<file path="config.mk">
export PLATFORM = sky130hd
export DESIGN_NAME = anp_regs
export DESIGN_NICKNAME = d
export VERILOG_FILES = /design/src/core/anp_pkg.sv /design/src/core/anp_toggle_if.sv /design/src/core/anp_toggle.sv /design/src/core/anp_regs.sv
export SDC_FILE = /design/constraint.sdc
export NUM_CORES = 1
export LEC_CHECK = 0
export BUFFER_PORTS_ARGS = -buffer_cell sky130_fd_sc_hd__buf_2
export CAP_MARGIN = 20
export CORE_ASPECT_RATIO = 1.2
export CORE_MARGIN = 2
export CORE_UTILIZATION = 53
export DETAILED_ROUTE_END_ITERATION = 6
export HOLD_SLACK_MARGIN = 0.1
export PLACE_DENSITY = 0.86
export SLEW_MARGIN = 40
export SYNTH_ARGS = -nofsm -noshare
export SYNTH_HDL_FRONTEND = slang
export SYNTH_SLANG_ARGS = --single-unit
</file>
<file path="constraint.sdc">
create_clock -name ref_clk -period 4.55 [get_ports ref_clk]
set_input_delay 0.91 -clock ref_clk [delete_from_list [all_inputs] [get_ports ref_clk]]
set_output_delay 0.91 -clock ref_clk [all_outputs]
set_load 0.02 [all_outputs]
</file>
<file path="src/core/anp_pkg.sv">
// constants for the negotiation page and master/slave register bank
package anp_pkg;

  // ==========================================================
  // register port geometry
  localparam int ANP_ADDR_W = 5;
  localparam int ANP_DATA_W = 16;

  // ==========================================================
  // register offsets
  localparam logic [4:0] ANP_REG_LPA = 5'h05; // partner ability, tail only
  localparam logic [4:0] ANP_REG_EXP = 5'h06; // negotiation_expansion
  localparam logic [4:0] ANP_REG_NPT = 5'h07; // next_page_transmit
  localparam logic [4:0] ANP_REG_NPR = 5'h08; // partner_next_page_received
  localparam logic [4:0] ANP_REG_MSC = 5'h09; // master_slave_control

  // ==========================================================
  // partner ability fields
  localparam int LPA_HD10_BIT = 5;
  localparam int LPA_SEL_MSB = 4;
  localparam int LPA_SEL_LSB = 0;

  // ==========================================================
  // expansion fields
  localparam int EXP_PDF_BIT = 4;
  localparam int EXP_LPNP_BIT = 3;
  localparam int EXP_LNP_BIT = 2;
  localparam int EXP_PRX_BIT = 1;
  localparam int EXP_LPAN_BIT = 0;
  localparam logic EXP_LNP_VAL = 1'b1;

  // ==========================================================
  // code word fields, shared by transmit and received pages
  localparam int CW_NP_BIT = 15;
  localparam int CW_RSV_BIT = 14;
  localparam int CW_MP_BIT = 13;
  localparam int CW_ACK2_BIT = 12;
  localparam int CW_TOG_BIT = 11;
  localparam int CW_CODE_MSB = 10;
  localparam int CW_CODE_LSB = 0;
  localparam logic NPT_NP_RST = 1'b0;
  localparam logic NPT_MP_RST = 1'b1;
  localparam logic NPT_ACK2_RST = 1'b0;
  localparam logic [10:0] NPT_CODE_RST = 11'h001;

  // ==========================================================
  // master/slave control fields
  localparam int MSC_TM_MSB = 15;
  localparam int MSC_TM_LSB = 13;
  localparam int MSC_MAN_BIT = 12;
  localparam int MSC_CFG_BIT = 11;
  localparam logic MSC_MAN_RST = 1'b0;
  localparam logic MSC_CFG_RST = 1'b0;

  // test mode codes
  typedef enum logic [2:0] {
    ANP_TM_NORMAL = 3'h0,
    ANP_TM_WAVE = 3'h1,
    ANP_TM_JIT_MASTER = 3'h2,
    ANP_TM_JIT_SLAVE = 3'h3
  } anp_test_mode_t;

endpackage

</file>
<file path="src/core/anp_toggle_if.sv">
// carrier between the register bank and the toggle tracker
`timescale 1ns/1ns
interface anp_toggle_if;
  logic clear;
  logic base_sent;
  logic base_toggle;
  logic np_sent;
  logic tx_toggle;

  // register bank side
  modport bank (output clear, output base_sent, output base_toggle, output np_sent,
                input tx_toggle);
  // tracker side
  modport trk (input clear, input base_sent, input base_toggle, input np_sent,
               output tx_toggle);
endinterface

</file>
<file path="src/core/anp_toggle.sv">
// toggle bit tracker for outgoing next pages
`timescale 1ns/1ns
module anp_toggle import anp_pkg::*; (
  // clock and reset
  input logic ref_clk,
  input logic rst,
  // bank link
  anp_toggle_if.trk tg
);

  logic tog_ff;

  // ==========================================================
  // complement of last page sent, base page first
  always_ff @(posedge ref_clk or posedge rst) begin
    if (rst) begin
      tog_ff <= 1'b0;
    end else if (tg.clear) begin
      tog_ff <= 1'b0;
    end else if (tg.base_sent) begin
      tog_ff <= ~tg.base_toggle; // [RULE_20]
    end else if (tg.np_sent) begin
      tog_ff <= ~tog_ff; // [RULE_10] [RULE_20]
    end
  end

  assign tg.tx_toggle = tog_ff;
endmodule // anp_toggle

</file>
<file path="src/core/anp_regs.sv">
// negotiation page, expansion and master/slave control register bank
//
// Behaviour
// [RULE_01] partner ability bit 5 and bits 4:0 read-only, reset to zero
// [RULE_02] expansion bit 4 latches parallel-detect fault, clears on read
// [RULE_03] expansion bit 3 latches when partner shows next-page ability
// [RULE_04] expansion bit 2 always reads one
// [RULE_05] expansion bit 1 latches on new page, clears on read
// [RULE_06] expansion bit 0 shows partner negotiation ability
// [RULE_07] transmit bit 15 writable next-page flag, resets to zero
// [RULE_08] transmit bit 14 reads zero; bit 13 selects message page, resets one
// [RULE_09] transmit bit 12 writable acknowledge-2, resets to zero
// [RULE_10] transmit bit 11 is inverse of previous toggle, read-only
// [RULE_11] transmit bits 10:0 writable code field, reset to one
// [RULE_12] received register holds partner code word, read-only
// [RULE_13] received bit 13 marks message or unformatted page
// [RULE_14] test-mode field 15:13 selects normal or transmit test modes
// [RULE_15] test modes 2 and 3 put transmit test clock on receive clock pin
// [RULE_16] leaving a test mode needs a hardware or software reset; here a write of mode 0 leaves it and software reset keeps the mode
// [RULE_17] control bit 12 selects manual master/slave assignment
// [RULE_18] master/slave bits stored at once, applied on reset, restart, wake, link loss
// [RULE_19] bit 11 forces master or slave, ignored unless manual
// [RULE_20] transmitted toggle inverts each next page, from base page complement
`timescale 1ns/1ns
module anp_regs import anp_pkg::*; (
  // clock and reset
  input logic ref_clk,
  input logic rst,
  // management register port
  input logic [ANP_ADDR_W-1:0] mgmt_addr,
  input logic [ANP_DATA_W-1:0] mgmt_wdata,
  input logic mgmt_wr,
  input logic mgmt_rd,
  output logic [ANP_DATA_W-1:0] mgmt_rdata,
  output logic mgmt_rvalid,
  // control events from the base registers
  input logic sw_reset,
  input logic an_restart,
  input logic pd_exit,
  input logic link_down,
  // negotiation engine: received pages and events
  input logic lp_base_valid,
  input logic [ANP_DATA_W-1:0] lp_base_word,
  input logic rx_np_valid,
  input logic [ANP_DATA_W-1:0] rx_np_word,
  input logic pd_fault,
  input logic lp_np_able,
  input logic page_rx,
  input logic lp_an_able,
  // negotiation engine: transmitted pages
  input logic base_sent,
  input logic base_toggle,
  input logic np_sent,
  output logic [ANP_DATA_W-1:0] tx_np_word,
  // applied master/slave and test controls
  output logic [2:0] test_mode,
  output logic ms_manual,
  output logic ms_master,
  // receive clock pin selection
  input logic rx_clk_core,
  input logic transmit_test_clock,
  output logic rx_clk_pin
);

  // ==========================================================
  // address decode helper
  function automatic logic hit(input logic [ANP_ADDR_W-1:0] a,
                               input logic [ANP_ADDR_W-1:0] r);
    hit = (a == r);
  endfunction

  logic wr_npt, wr_msc, rd_exp, apply_ms;

  // strobes for this bank's registers
  assign wr_npt = mgmt_wr && hit(mgmt_addr, ANP_REG_NPT);
  assign wr_msc = mgmt_wr && hit(mgmt_addr, ANP_REG_MSC);
  assign rd_exp = mgmt_rd && hit(mgmt_addr, ANP_REG_EXP);
  // configuration take-effect events
  assign apply_ms = sw_reset || an_restart || pd_exit || link_down; // [RULE_18]

  // ==========================================================
  // partner ability tail
  logic lpa_hd10_ff;
  logic [4:0] lpa_sel_ff;

  // captured from the partner base page, cleared by software reset
  always_ff @(posedge ref_clk or posedge rst) begin
    if (rst) begin
      lpa_hd10_ff <= 1'b0;
      lpa_sel_ff <= 5'h00;
    end else if (sw_reset) begin
      lpa_hd10_ff <= 1'b0;
      lpa_sel_ff <= 5'h00;
    end else if (lp_base_valid) begin
      lpa_hd10_ff <= lp_base_word[LPA_HD10_BIT]; // [RULE_01]
      lpa_sel_ff <= lp_base_word[LPA_SEL_MSB:LPA_SEL_LSB]; // [RULE_01]
    end
  end

  // ==========================================================
  // expansion flags
  logic exp_pdf_ff, exp_lpnp_ff, exp_prx_ff, exp_lpan_ff;

  // parallel-detect fault: set wins over read clear
  always_ff @(posedge ref_clk or posedge rst) begin
    if (rst) begin
      exp_pdf_ff <= 1'b0;
    end else if (pd_fault) begin
      exp_pdf_ff <= 1'b1; // [RULE_02]
    end else if (sw_reset || rd_exp) begin
      exp_pdf_ff <= 1'b0; // [RULE_02]
    end
  end

  // partner next-page ability, latched until software reset
  always_ff @(posedge ref_clk or posedge rst) begin
    if (rst) begin
      exp_lpnp_ff <= 1'b0;
    end else if (lp_np_able) begin
      exp_lpnp_ff <= 1'b1; // [RULE_03]
    end else if (sw_reset) begin
      exp_lpnp_ff <= 1'b0;
    end
  end

  // page received: set wins over read clear
  always_ff @(posedge ref_clk or posedge rst) begin
    if (rst) begin
      exp_prx_ff <= 1'b0;
    end else if (page_rx) begin
      exp_prx_ff <= 1'b1; // [RULE_05]
    end else if (rd_exp) begin
      exp_prx_ff <= 1'b0; // [RULE_05]
    end
  end

  // partner negotiation ability, sampled level
  always_ff @(posedge ref_clk or posedge rst) begin
    if (rst) begin
      exp_lpan_ff <= 1'b0;
    end else begin
      exp_lpan_ff <= lp_an_able; // [RULE_06]
    end
  end

  // ==========================================================
  // transmit next page
  logic npt_np_ff, npt_mp_ff, npt_ack2_ff;
  logic [10:0] npt_code_ff;

  // software-writable fields of the outgoing page
  always_ff @(posedge ref_clk or posedge rst) begin
    if (rst) begin
      npt_np_ff <= NPT_NP_RST;
      npt_mp_ff <= NPT_MP_RST;
      npt_ack2_ff <= NPT_ACK2_RST;
      npt_code_ff <= NPT_CODE_RST;
    end else if (wr_npt) begin
      npt_np_ff <= mgmt_wdata[CW_NP_BIT]; // [RULE_07]
      npt_mp_ff <= mgmt_wdata[CW_MP_BIT]; // [RULE_08]
      npt_ack2_ff <= mgmt_wdata[CW_ACK2_BIT]; // [RULE_09]
      npt_code_ff <= mgmt_wdata[CW_CODE_MSB:CW_CODE_LSB]; // [RULE_11]
    end
  end

  // toggle tracker
  anp_toggle_if tg_if ();
  assign tg_if.clear = sw_reset;
  assign tg_if.base_sent = base_sent;
  assign tg_if.base_toggle = base_toggle;
  assign tg_if.np_sent = np_sent;

  anp_toggle u_toggle (
    .ref_clk(ref_clk),
    .rst(rst),
    .tg(tg_if.trk)
  );

  // outgoing code word, reserved bit held low
  assign tx_np_word = {npt_np_ff, 1'b0, npt_mp_ff, npt_ack2_ff, tg_if.tx_toggle,
                       npt_code_ff}; // [RULE_07] [RULE_08] [RULE_10] [RULE_11]

  // ==========================================================
  // received next page
  logic [ANP_DATA_W-1:0] npr_ff;

  // partner code word, kept whole
  always_ff @(posedge ref_clk or posedge rst) begin
    if (rst) begin
      npr_ff <= 16'h0000;
    end else if (sw_reset) begin
      npr_ff <= 16'h0000;
    end else if (rx_np_valid) begin
      npr_ff <= rx_np_word; // [RULE_12] [RULE_13]
    end
  end

  // ==========================================================
  // master/slave control
  logic [2:0] msc_tm_ff;
  logic msc_man_ff, msc_cfg_ff, ms_man_app_ff, ms_cfg_app_ff, rx_tst_sel_ff;

  // stored fields, visible on read at once
  always_ff @(posedge ref_clk or posedge rst) begin
    if (rst) begin
      msc_tm_ff <= ANP_TM_NORMAL;
      msc_man_ff <= MSC_MAN_RST;
      msc_cfg_ff <= MSC_CFG_RST;
    end else if (wr_msc) begin
      msc_tm_ff <= mgmt_wdata[MSC_TM_MSB:MSC_TM_LSB]; // [RULE_14]
      msc_man_ff <= mgmt_wdata[MSC_MAN_BIT]; // [RULE_17]
      msc_cfg_ff <= mgmt_wdata[MSC_CFG_BIT]; // [RULE_19]
    end
  end

  // applied copies follow only on a take-effect event
  always_ff @(posedge ref_clk or posedge rst) begin
    if (rst) begin
      ms_man_app_ff <= MSC_MAN_RST;
      ms_cfg_app_ff <= MSC_CFG_RST;
    end else if (apply_ms) begin
      ms_man_app_ff <= msc_man_ff; // [RULE_18]
      ms_cfg_app_ff <= msc_cfg_ff; // [RULE_18]
    end
  end

  // receive clock source select for jitter test
  always_ff @(posedge ref_clk or posedge rst) begin
    if (rst) begin
      rx_tst_sel_ff <= 1'b0;
    end else begin
      rx_tst_sel_ff <= (msc_tm_ff == ANP_TM_JIT_MASTER) ||
                       (msc_tm_ff == ANP_TM_JIT_SLAVE); // [RULE_15]
    end
  end

  // test mode is live; a hardware reset or a write of mode 0 restores normal use
  assign test_mode = msc_tm_ff; // [RULE_14] [RULE_16]
  assign ms_manual = ms_man_app_ff; // [RULE_17]
  assign ms_master = ms_man_app_ff && ms_cfg_app_ff; // [RULE_19]
  assign rx_clk_pin = rx_tst_sel_ff ? transmit_test_clock : rx_clk_core; // [RULE_15]

  // ==========================================================
  // read data, one cycle after the strobe
  logic [ANP_DATA_W-1:0] rd_mux;

  always_comb begin
    rd_mux = 16'h0000;
    unique case (mgmt_addr)
      ANP_REG_LPA: begin
        rd_mux[LPA_HD10_BIT] = lpa_hd10_ff; // [RULE_01]
        rd_mux[LPA_SEL_MSB:LPA_SEL_LSB] = lpa_sel_ff;
      end
      ANP_REG_EXP: begin
        rd_mux[EXP_PDF_BIT] = exp_pdf_ff;
        rd_mux[EXP_LPNP_BIT] = exp_lpnp_ff;
        rd_mux[EXP_LNP_BIT] = EXP_LNP_VAL; // [RULE_04]
        rd_mux[EXP_PRX_BIT] = exp_prx_ff;
        rd_mux[EXP_LPAN_BIT] = exp_lpan_ff;
      end
      ANP_REG_NPT: begin
        rd_mux = tx_np_word;
      end
      ANP_REG_NPR: begin
        rd_mux = npr_ff; // [RULE_12]
      end
      ANP_REG_MSC: begin
        rd_mux[MSC_TM_MSB:MSC_TM_LSB] = msc_tm_ff;
        rd_mux[MSC_MAN_BIT] = msc_man_ff;
        rd_mux[MSC_CFG_BIT] = msc_cfg_ff;
      end
      default: begin
        rd_mux = 16'h0000; // unmapped reads zero
      end
    endcase
  end

  // registered read data and valid
  always_ff @(posedge ref_clk or posedge rst) begin
    if (rst) begin
      mgmt_rdata <= 16'h0000;
      mgmt_rvalid <= 1'b0;
    end else begin
      mgmt_rvalid <= mgmt_rd;
      if (mgmt_rd) begin
        mgmt_rdata <= rd_mux;
      end
    end
  end
endmodule // anp_regs

</file>
==> impl_metrics.ini, run 1 <==
[layout]
n_antenna_cell = 0
fin_nets = 418
syn2layout_area_growth_pct = 21.6
instances_no_fill = 415
multi_input_area_mm2 = 0.00124
final_common_cell = buf_2
final_cell_mix = 99 x buf_2, 64 x dfrtp_1, 30 x nor2_1, 23 x mux2i_1, 13 x a21oi_1
fillers = 452
drive_gt1_frac = 0.430
final_area_mm2 = 0.00375
final-seq-area_mm2 = 0.00165

[clocking]
cts_tree = built
h-tree-depth = 3
cts_num_sinks = 66
post_cts_buffers = 0
cts_made_buffers = 9
cts_resized = 0
clock-root-buffer = clkbuf_8
insertion_delay_ns = 0.33
clk_pin_slew_worst_paths_ns = 0.07
postCtsHoldBufs = 0
clk_path_buf_depth = 2

[grt]
grt.overflow.total = 0
grt_pass1_vias = 2296
grt_max_degree = 37
grt_use_total = 0.222
grt_pass1_wl_mm = 10.6
antenna_found_initial = 0

[critical_path]
cp.arrival_ns = 2.76
path_class = in2reg
required_ns = 4.77
reg2reg_from = lpa_sel_ff[0]
critPathMaxFanout = 18
rrSetupSlack_ns = 3.33
end_kind = flop
start_kind = primary input
worst-r2r-cell-count = 4
reg2reg_to = mgmt_rdata[0]

[synthesis]
synth_seq_area_share = 0.537
syn_area_mm2 = 0.00308
synthCells = 257
avgSynthCellArea_um2 = 12.0
ys.flop_type = dfrtp_1
synth_nets = 329
synth_edf_count = 0
ys_types = 44
yosys_warnings = 0
synthArstFlopShare = 1.00
synth_seq_cells = 66

[place]
io_buffers = 99
gp_congestion = 0.813
hpwl_mm = 4.80
place_ws_ns = 1.66
place_area_mm2 = 0.00351
dpl.cell_count = 398

[sta]
slew_headroom = 0.584
slew_viol_final = 0
fmax_mhz = 394
finalSetupTns_ns = 0
rsz0062_at_grt = no
worst_slew_pin_slew_ns = 0.623
skew_ns = 0.00579
finalHoldViolations = 0
hold-worst-slack_ns = 0.495
fin_ws_ns = 2.01
finalCriticalPeriod_ns = 2.54
setup_viol_count_final = 0
post-route-period-util = 0.558

[detailed_routing]
routed-via-count = 2267
drc = 0
wl_per_cell_um = 16.3
finalWirelength_mm = 6.75
routed_via_density = 5.46
firstDrtPassIters = 4
ant_nets = 0
first_iter_violations = 107

[worst_hold_path]
hold_path_class = reg2reg
min_from = test_mode[2]
min_path_cells = 1
hold_end = rx_tst_sel_ff

[floorplanning]
pin_count = 111
die_h_um = 87.5
die_w_um = 73.6
die_area_mm2 = 0.00644
core_mm2 = 0.00563
floorplan.rows = 30
start_util = 0.547

[pwr]
p_leak_nw = 1.87
power.density_mw_per_mm2 = 394
ir_drop_v = 0.000238

[run]
drv_cap = 0

[run_status]
status = complete, no violations
-- cells by family (layout without fill, tap and decap cells) --
logic type	Yosys count	in the layout	synth area share
mux	46	46	0.171
compound gates	47	47	0.104
flops	66	66	0.537
xor+xnor	1	1	0.00284
buf+inv	33	127	0.0617
simple gates	63	63	0.123
other cells	1	1	0.00122
-- sequential cells by signal (all words and copies together) (netlist names), 3 cells and up --
register	cells
test_mode	3
lpa_sel_ff	5
npr_ff	16
mgmt_rdata	16
npt_code_ff	11
-- through the flow --
stage / util / total power, mW
finish: 0.666 / 1.47
CTS: 0.664 / 1.49
global placement: 0.624 / 0.931
detailed placement: 0.624 / 0.940
global route: 0.666 / 1.54
floorplan: - / 0.858
-- routing by layer --
| metal | wire [um] | up-vias | track usage |
|---|---|---|---|
| li1 | - | 1077 | - |
| met1 | 2790 | 1097 | 0.268 |
| met2 | 3510 | 81 | 0.372 |
| met3 | 343 | 12 | 0.0472 |
| met4 | 111 | 0 | 0.117 |
| met5 | 0 | - | 0 |
-- where the power goes --
part           total (mW)  switching [mW]  internal [mW]  leakage [nW]
Combinational       0.240           0.130          0.110         0.907
Clock               0.548           0.224          0.324         0.109
Sequential          0.687          0.0416          0.645         0.851
-- worst max-delay path, stage by stage --
cell and delay (ns):
buf_2 0.30, nand4b_2 0.20, nor2_4 0.37, and2_2 0.57, mux2_2 0.39
-- synthesized netlist by cell type (all sizes together) (2+ instances only) --
master  count  area (um2)
nand3b      7        52.6
buf        17         130
o21ai       6        30.0
a21oi      13        65.1
and2        3        18.8
mux2       23         297
a22oi       8        60.1
clkbuf      6        22.5
nor2       31         124
mux2i      23         230
a221oi      5        50.0
nor4        3        33.8
nor2b       9        56.3
a21o        2        15.0
o22ai       8        56.3
dfstp       2        52.6
nand2b      2        15.0
dfrtp      64        1600
inv        10        37.5
a32oi       2        17.5
-- cell type report --
cell class	count	area share
timing repair buffer	101	0.136
inverter	10	0.0100
tap	64	0.0214
sequential	66	0.441
clock buffer	10	0.0367
multi-input combinational	158	0.331
clock inverter	6	0.0237
-- worst max path at each step --
stage / from / end / slack (ns) / depth (start not counted)
5_1_grt: mgmt_addr[1] / npt_code_ff[9] / 1.92 / 5
4_1_cts: mgmt_addr[1] / npt_code_ff[7] / 2.03 / 5
6_report: mgmt_addr[1] / npt_code_ff[7] / 2.01 / 5
3_3_place_gp: mgmt_addr[1] / npt_code_ff[7] / 1.41 / 5
3_5_place_dp: mgmt_addr[1] / npt_code_ff[7] / 1.66 / 5
2_1_floorplan: rst / exp_lpan_ff / 1.99 / 1
No activity file was read; power rests on OpenSTA's default activity.
==> run 2: changes to the inputs <==
--- a/config.mk
+++ b/config.mk
@@ -9,10 +9,10 @@
 export CAP_MARGIN = 20
 export CORE_ASPECT_RATIO = 1.2
 export CORE_MARGIN = 2
-export CORE_UTILIZATION = 53
+export CORE_UTILIZATION = 49
 export DETAILED_ROUTE_END_ITERATION = 6
 export HOLD_SLACK_MARGIN = 0.1
-export PLACE_DENSITY = 0.86
+export PLACE_DENSITY = 0.8
 export SLEW_MARGIN = 40
 export SYNTH_ARGS = -nofsm -noshare
 export SYNTH_HDL_FRONTEND = slang
==> constraint.sdc (replaced) <==
create_clock -name ref_clk -period 2.64 [get_ports ref_clk]
set_input_delay 0.528 -clock ref_clk [delete_from_list [all_inputs] [get_ports ref_clk]]
set_output_delay 0.528 -clock ref_clk [all_outputs]
set_load 0.02 [all_outputs]
==> impl_metrics.ini, run 2 (same netlist as run 1, synthesis figures left out) <==
[grt]
grt_max_degree = 41
grt.overflow.total = 0
grt_pass1_vias = 2371
grt_pass1_wl_mm = 11.3
antenna_found_initial = 0
grt_use_total = 0.211

[critical_path]
start_kind = primary input
path_cells = buf_2, nand4b_2, nor2_4, and2_1, buf_4, mux2_1
reg2reg_from = npt_code_ff[0]
reg2reg_to = mgmt_rdata[0]
path_class = in2reg
slowest_delay_ns = 0.35
slowest_stage = mux2_1
cp.arrival_ns = 2.03
rrSetupSlack_ns = 1.44
end_kind = flop
critPathMaxFanout = 18
worst-r2r-cell-count = 4
required_ns = 2.85

[run]
drv_cap = 0

[clocking]
clock-root-buffer = clkbuf_8
cts_tree = built
cts_made_buffers = 9
cts_resized = 0
insertion_delay_ns = 0.34
post_cts_buffers = 0
clk_path_buf_depth = 2
h-tree-depth = 3
postCtsHoldBufs = 0
clk_pin_slew_worst_paths_ns = 0.07
cts_num_sinks = 66

[floorplanning]
floorplan.rows = 31
start_util = 0.509
die_w_um = 76.4
die_area_mm2 = 0.00694
core_mm2 = 0.00605
pin_count = 111
die_h_um = 90.9

[detailed_routing]
drc = 0
firstDrtPassIters = 4
routed_via_density = 5.22
finalWirelength_mm = 6.97
ant_nets = 0
wl_per_cell_um = 15.9
first_iter_violations = 125
routed-via-count = 2285

[pwr]
p_leak_nw = 1.90
power.density_mw_per_mm2 = 664
ir_drop_v = 0.000422

[sta]
finalHoldViolations = 0
finalSetupTns_ns = 0
rsz0062_at_grt = no
fin_ws_ns = 0.816
hold-worst-slack_ns = 0.239
slew_headroom = 0.619
fmax_mhz = 548
post-route-period-util = 0.691
slew_viol_final = 0
skew_ns = 0.00920
worst_slew_pin_slew_ns = 0.570
setup_viol_count_final = 0
finalCriticalPeriod_ns = 1.82

[layout]
final_cell_mix = 99 x buf_2, 64 x dfrtp_1, 30 x nor2_1, 23 x mux2i_1, 13 x a21oi_1
n_antenna_cell = 0
final_common_cell = buf_2
reg_top3 = mgmt_rdata x16, npr_ff x16, npt_code_ff x11
syn2layout_area_growth_pct = 23.7
final_area_mm2 = 0.00381
drive_gt1_frac = 0.433
fin_nets = 423

[place]
io_buffers = 99
place_area_mm2 = 0.00359
gp_congestion = 0.794
hpwl_mm = 5.03
place_ws_ns = 0.465

[run_status]
status = complete, no violations

[worst_hold_path]
hold_path_class = in2async
==> run 2: power breakdown <==
part	switching, mW	internal [mW]
combinational	0.228	0.194
sequential	0.0719	1.11
clock	0.369	0.554
==> run 2: worst max path at each step <==
stage	cells after the start	endpoint	from	slack [ns]
2_1_floorplan	1	exp_lpan_ff	rst	0.46
3_3_place_gp	6	npt_code_ff[7]	mgmt_addr[0]	0.53
3_5_place_dp	6	npt_code_ff[6]	mgmt_addr[0]	0.47
4_1_cts	6	npt_code_ff[6]	mgmt_addr[0]	0.82
5_1_grt	6	npt_code_ff[6]	mgmt_addr[0]	0.72
6_report	6	npt_code_ff[6]	mgmt_addr[0]	0.82
==> run 2: critical path: cells and delay by family <==
family                 cells  cell delay (ns)
buffers and inverters      2             0.55
multiplexers               1             0.35
AND/OR/NAND/NOR            3             0.58
==> run 2: metal layers <==
layer,track usage,routed length [um]
met1,0.259,2810
met2,0.355,3600
met3,0.0540,395
met4,0.0864,164
met5,0,0
==> run 2: layout make-up <==
type                            instances  area, um2
Fill cell                             512       2240
Sequential cell                        66       1650
Multi-Input combinational cell        158       1240
Timing Repair Buffer                  106        561
Clock buffer                           11        141
Tap cell                               82        103
Clock inverter                          5       77.6
Inverter                               10       37.5
==> run 2: per-stage QoR <==
stage	utilization	total power, mW	std cells
floorplan	-	1.48	257
global placement	0.594	1.61	422
detailed placement	0.594	1.63	422
CTS	0.630	2.56	438
global route	0.630	2.64	438
finish	0.630	2.53	438
==> run 3: changes to the inputs <==
==> constraint.sdc (replaced) <==
create_clock -name ref_clk -period 1.9 [get_ports ref_clk]
set_input_delay 0.38 -clock ref_clk [delete_from_list [all_inputs] [get_ports ref_clk]]
set_output_delay 0.38 -clock ref_clk [all_outputs]
set_load 0.02 [all_outputs]
==> impl_metrics.ini, run 3 (same netlist as run 1, synthesis figures left out) <==
[clocking]
insertion_delay_ns = 0.33
cts_made_buffers = 9
h-tree-depth = 3
post_cts_buffers = 0
cts_tree = built
cts_num_sinks = 66
clock-root-buffer = clkbuf_8
clk_pin_slew_worst_paths_ns = 0.07
postCtsHoldBufs = 0
clk_path_buf_depth = 2
cts_resized = 0

[detailed_routing]
first_iter_violations = 140
drc = 0
wl_per_cell_um = 15.8
firstDrtPassIters = 4
routed-via-count = 2267
ant_nets = 0
routed_via_density = 5.14
finalWirelength_mm = 6.96

[place]
io_buffers = 99
place_ws_ns = 0.140
dpl.cell_count = 425
gp_congestion = 0.791
hpwl_mm = 4.98
place_area_mm2 = 0.00363

[grt]
grt_pass1_wl_mm = 11.6
grt_max_degree = 67
grt_use_total = 0.215
grt.overflow.total = 0
grt_pass1_vias = 2354
antenna_found_initial = 0

[pwr]
power.total_mw = 3.34
p_leak_nw = 1.90
ir_drop_v = 0.000540
power.density_mw_per_mm2 = 876

[sta]
post-route-period-util = 0.795
setup_viol_count_final = 0
worst_slew_pin_slew_ns = 0.531
finalCriticalPeriod_ns = 1.51
finalHoldViolations = 0
hold-worst-slack_ns = 0.127
fin_ws_ns = 0.389
finalSetupTns_ns = 0
slew_viol_final = 0
slew_headroom = 0.646
rsz0062_at_grt = no
fmax_mhz = 662
skew_ns = 0.0101

[layout]
final_area_mm2 = 0.00381
syn2layout_area_growth_pct = 23.7
instances_no_fill = 441
n_antenna_cell = 0
reg_top3 = mgmt_rdata x16, npr_ff x16, npt_code_ff x11
drive_gt1_frac = 0.432
final_util = 0.630
final_common_cell = buf_2
fin_nets = 426
final_cell_mix = 99 x buf_2, 64 x dfrtp_1, 30 x nor2_1, 23 x mux2i_1, 13 x a21oi_1

[critical_path]
critPathMaxFanout = 1
cp.arrival_ns = 1.13
start_kind = flop
path_class = reg2out
end_kind = output pin
required_ns = 1.52

[floorplanning]
pin_count = 111
start_util = 0.509
floorplan.rows = 31
die_w_um = 76.4
core_mm2 = 0.00605
die_area_mm2 = 0.00694
die_h_um = 90.9

[run]
drv_cap = 0

[worst_hold_path]
hold_path_class = in2async

[run_status]
status = complete, no violations
[run 3: cell count changes in the layout (fill, tap and decap cells not counted), sizes merged]
cell | before | now
clkinv | 2 | 3
buf | 106 | 109
bufinv | 2 | 1
inv | 10 | 9
clkbuf | 11 | 12
[run 3: worst max-delay path, cell delays in order, from the launching register on]
cell and delay (ns):
dfrtp_1 0.33, mux2_2 0.32, buf_2 0.16
[run 3: final timing paths]
| check | slack [ns] | cells past startpoint | end | startpoint |
|---|---|---|---|---|
| min in group ref_clk | 0.16 | 1 | exp_lpan_ff | lp_an_able |
| hold reg to reg | 0.48 | 1 | rx_tst_sel_ff | test_mode[2] |
| hold / removal | 0.13 | 3 | npt_code_ff[6] | rst |
| max in group asynchronous | 1.45 | 3 | npt_code_ff[0] | rst |
| setup reg to reg | 0.71 | 4 | mgmt_rdata[0] | lpa_sel_ff[0] |
| setup / recovery | 0.39 | 2 | rx_clk_pin | rx_tst_sel_ff |
[run 3: cell type report]
cell class                      instances  area [um2]
Fill cell                             553        2240
Clock inverter                          4        45.0
Multi-Input combinational cell        158        1240
Sequential cell                        66        1650
Tap cell                               82         103
Clock buffer                           12         135
Timing Repair Buffer                  109         596
Inverter                               10        41.3
[run 3: power breakdown]
group | internal (mW) | switching, mW | leakage (nW)
logic | 0.274 | 0.319 | 0.950
registers | 1.55 | 0.0971 | 0.851
clock network | 0.601 | 0.501 | 0.0941
[run 3: routing by layer]
metal	global-route usage	routed length (um)	vias up
met5	0	0	-
met4	0.0833	98	0
met3	0.0430	363	9
met2	0.365	3560	77
met1	0.271	2940	1088
li1	-	-	1093
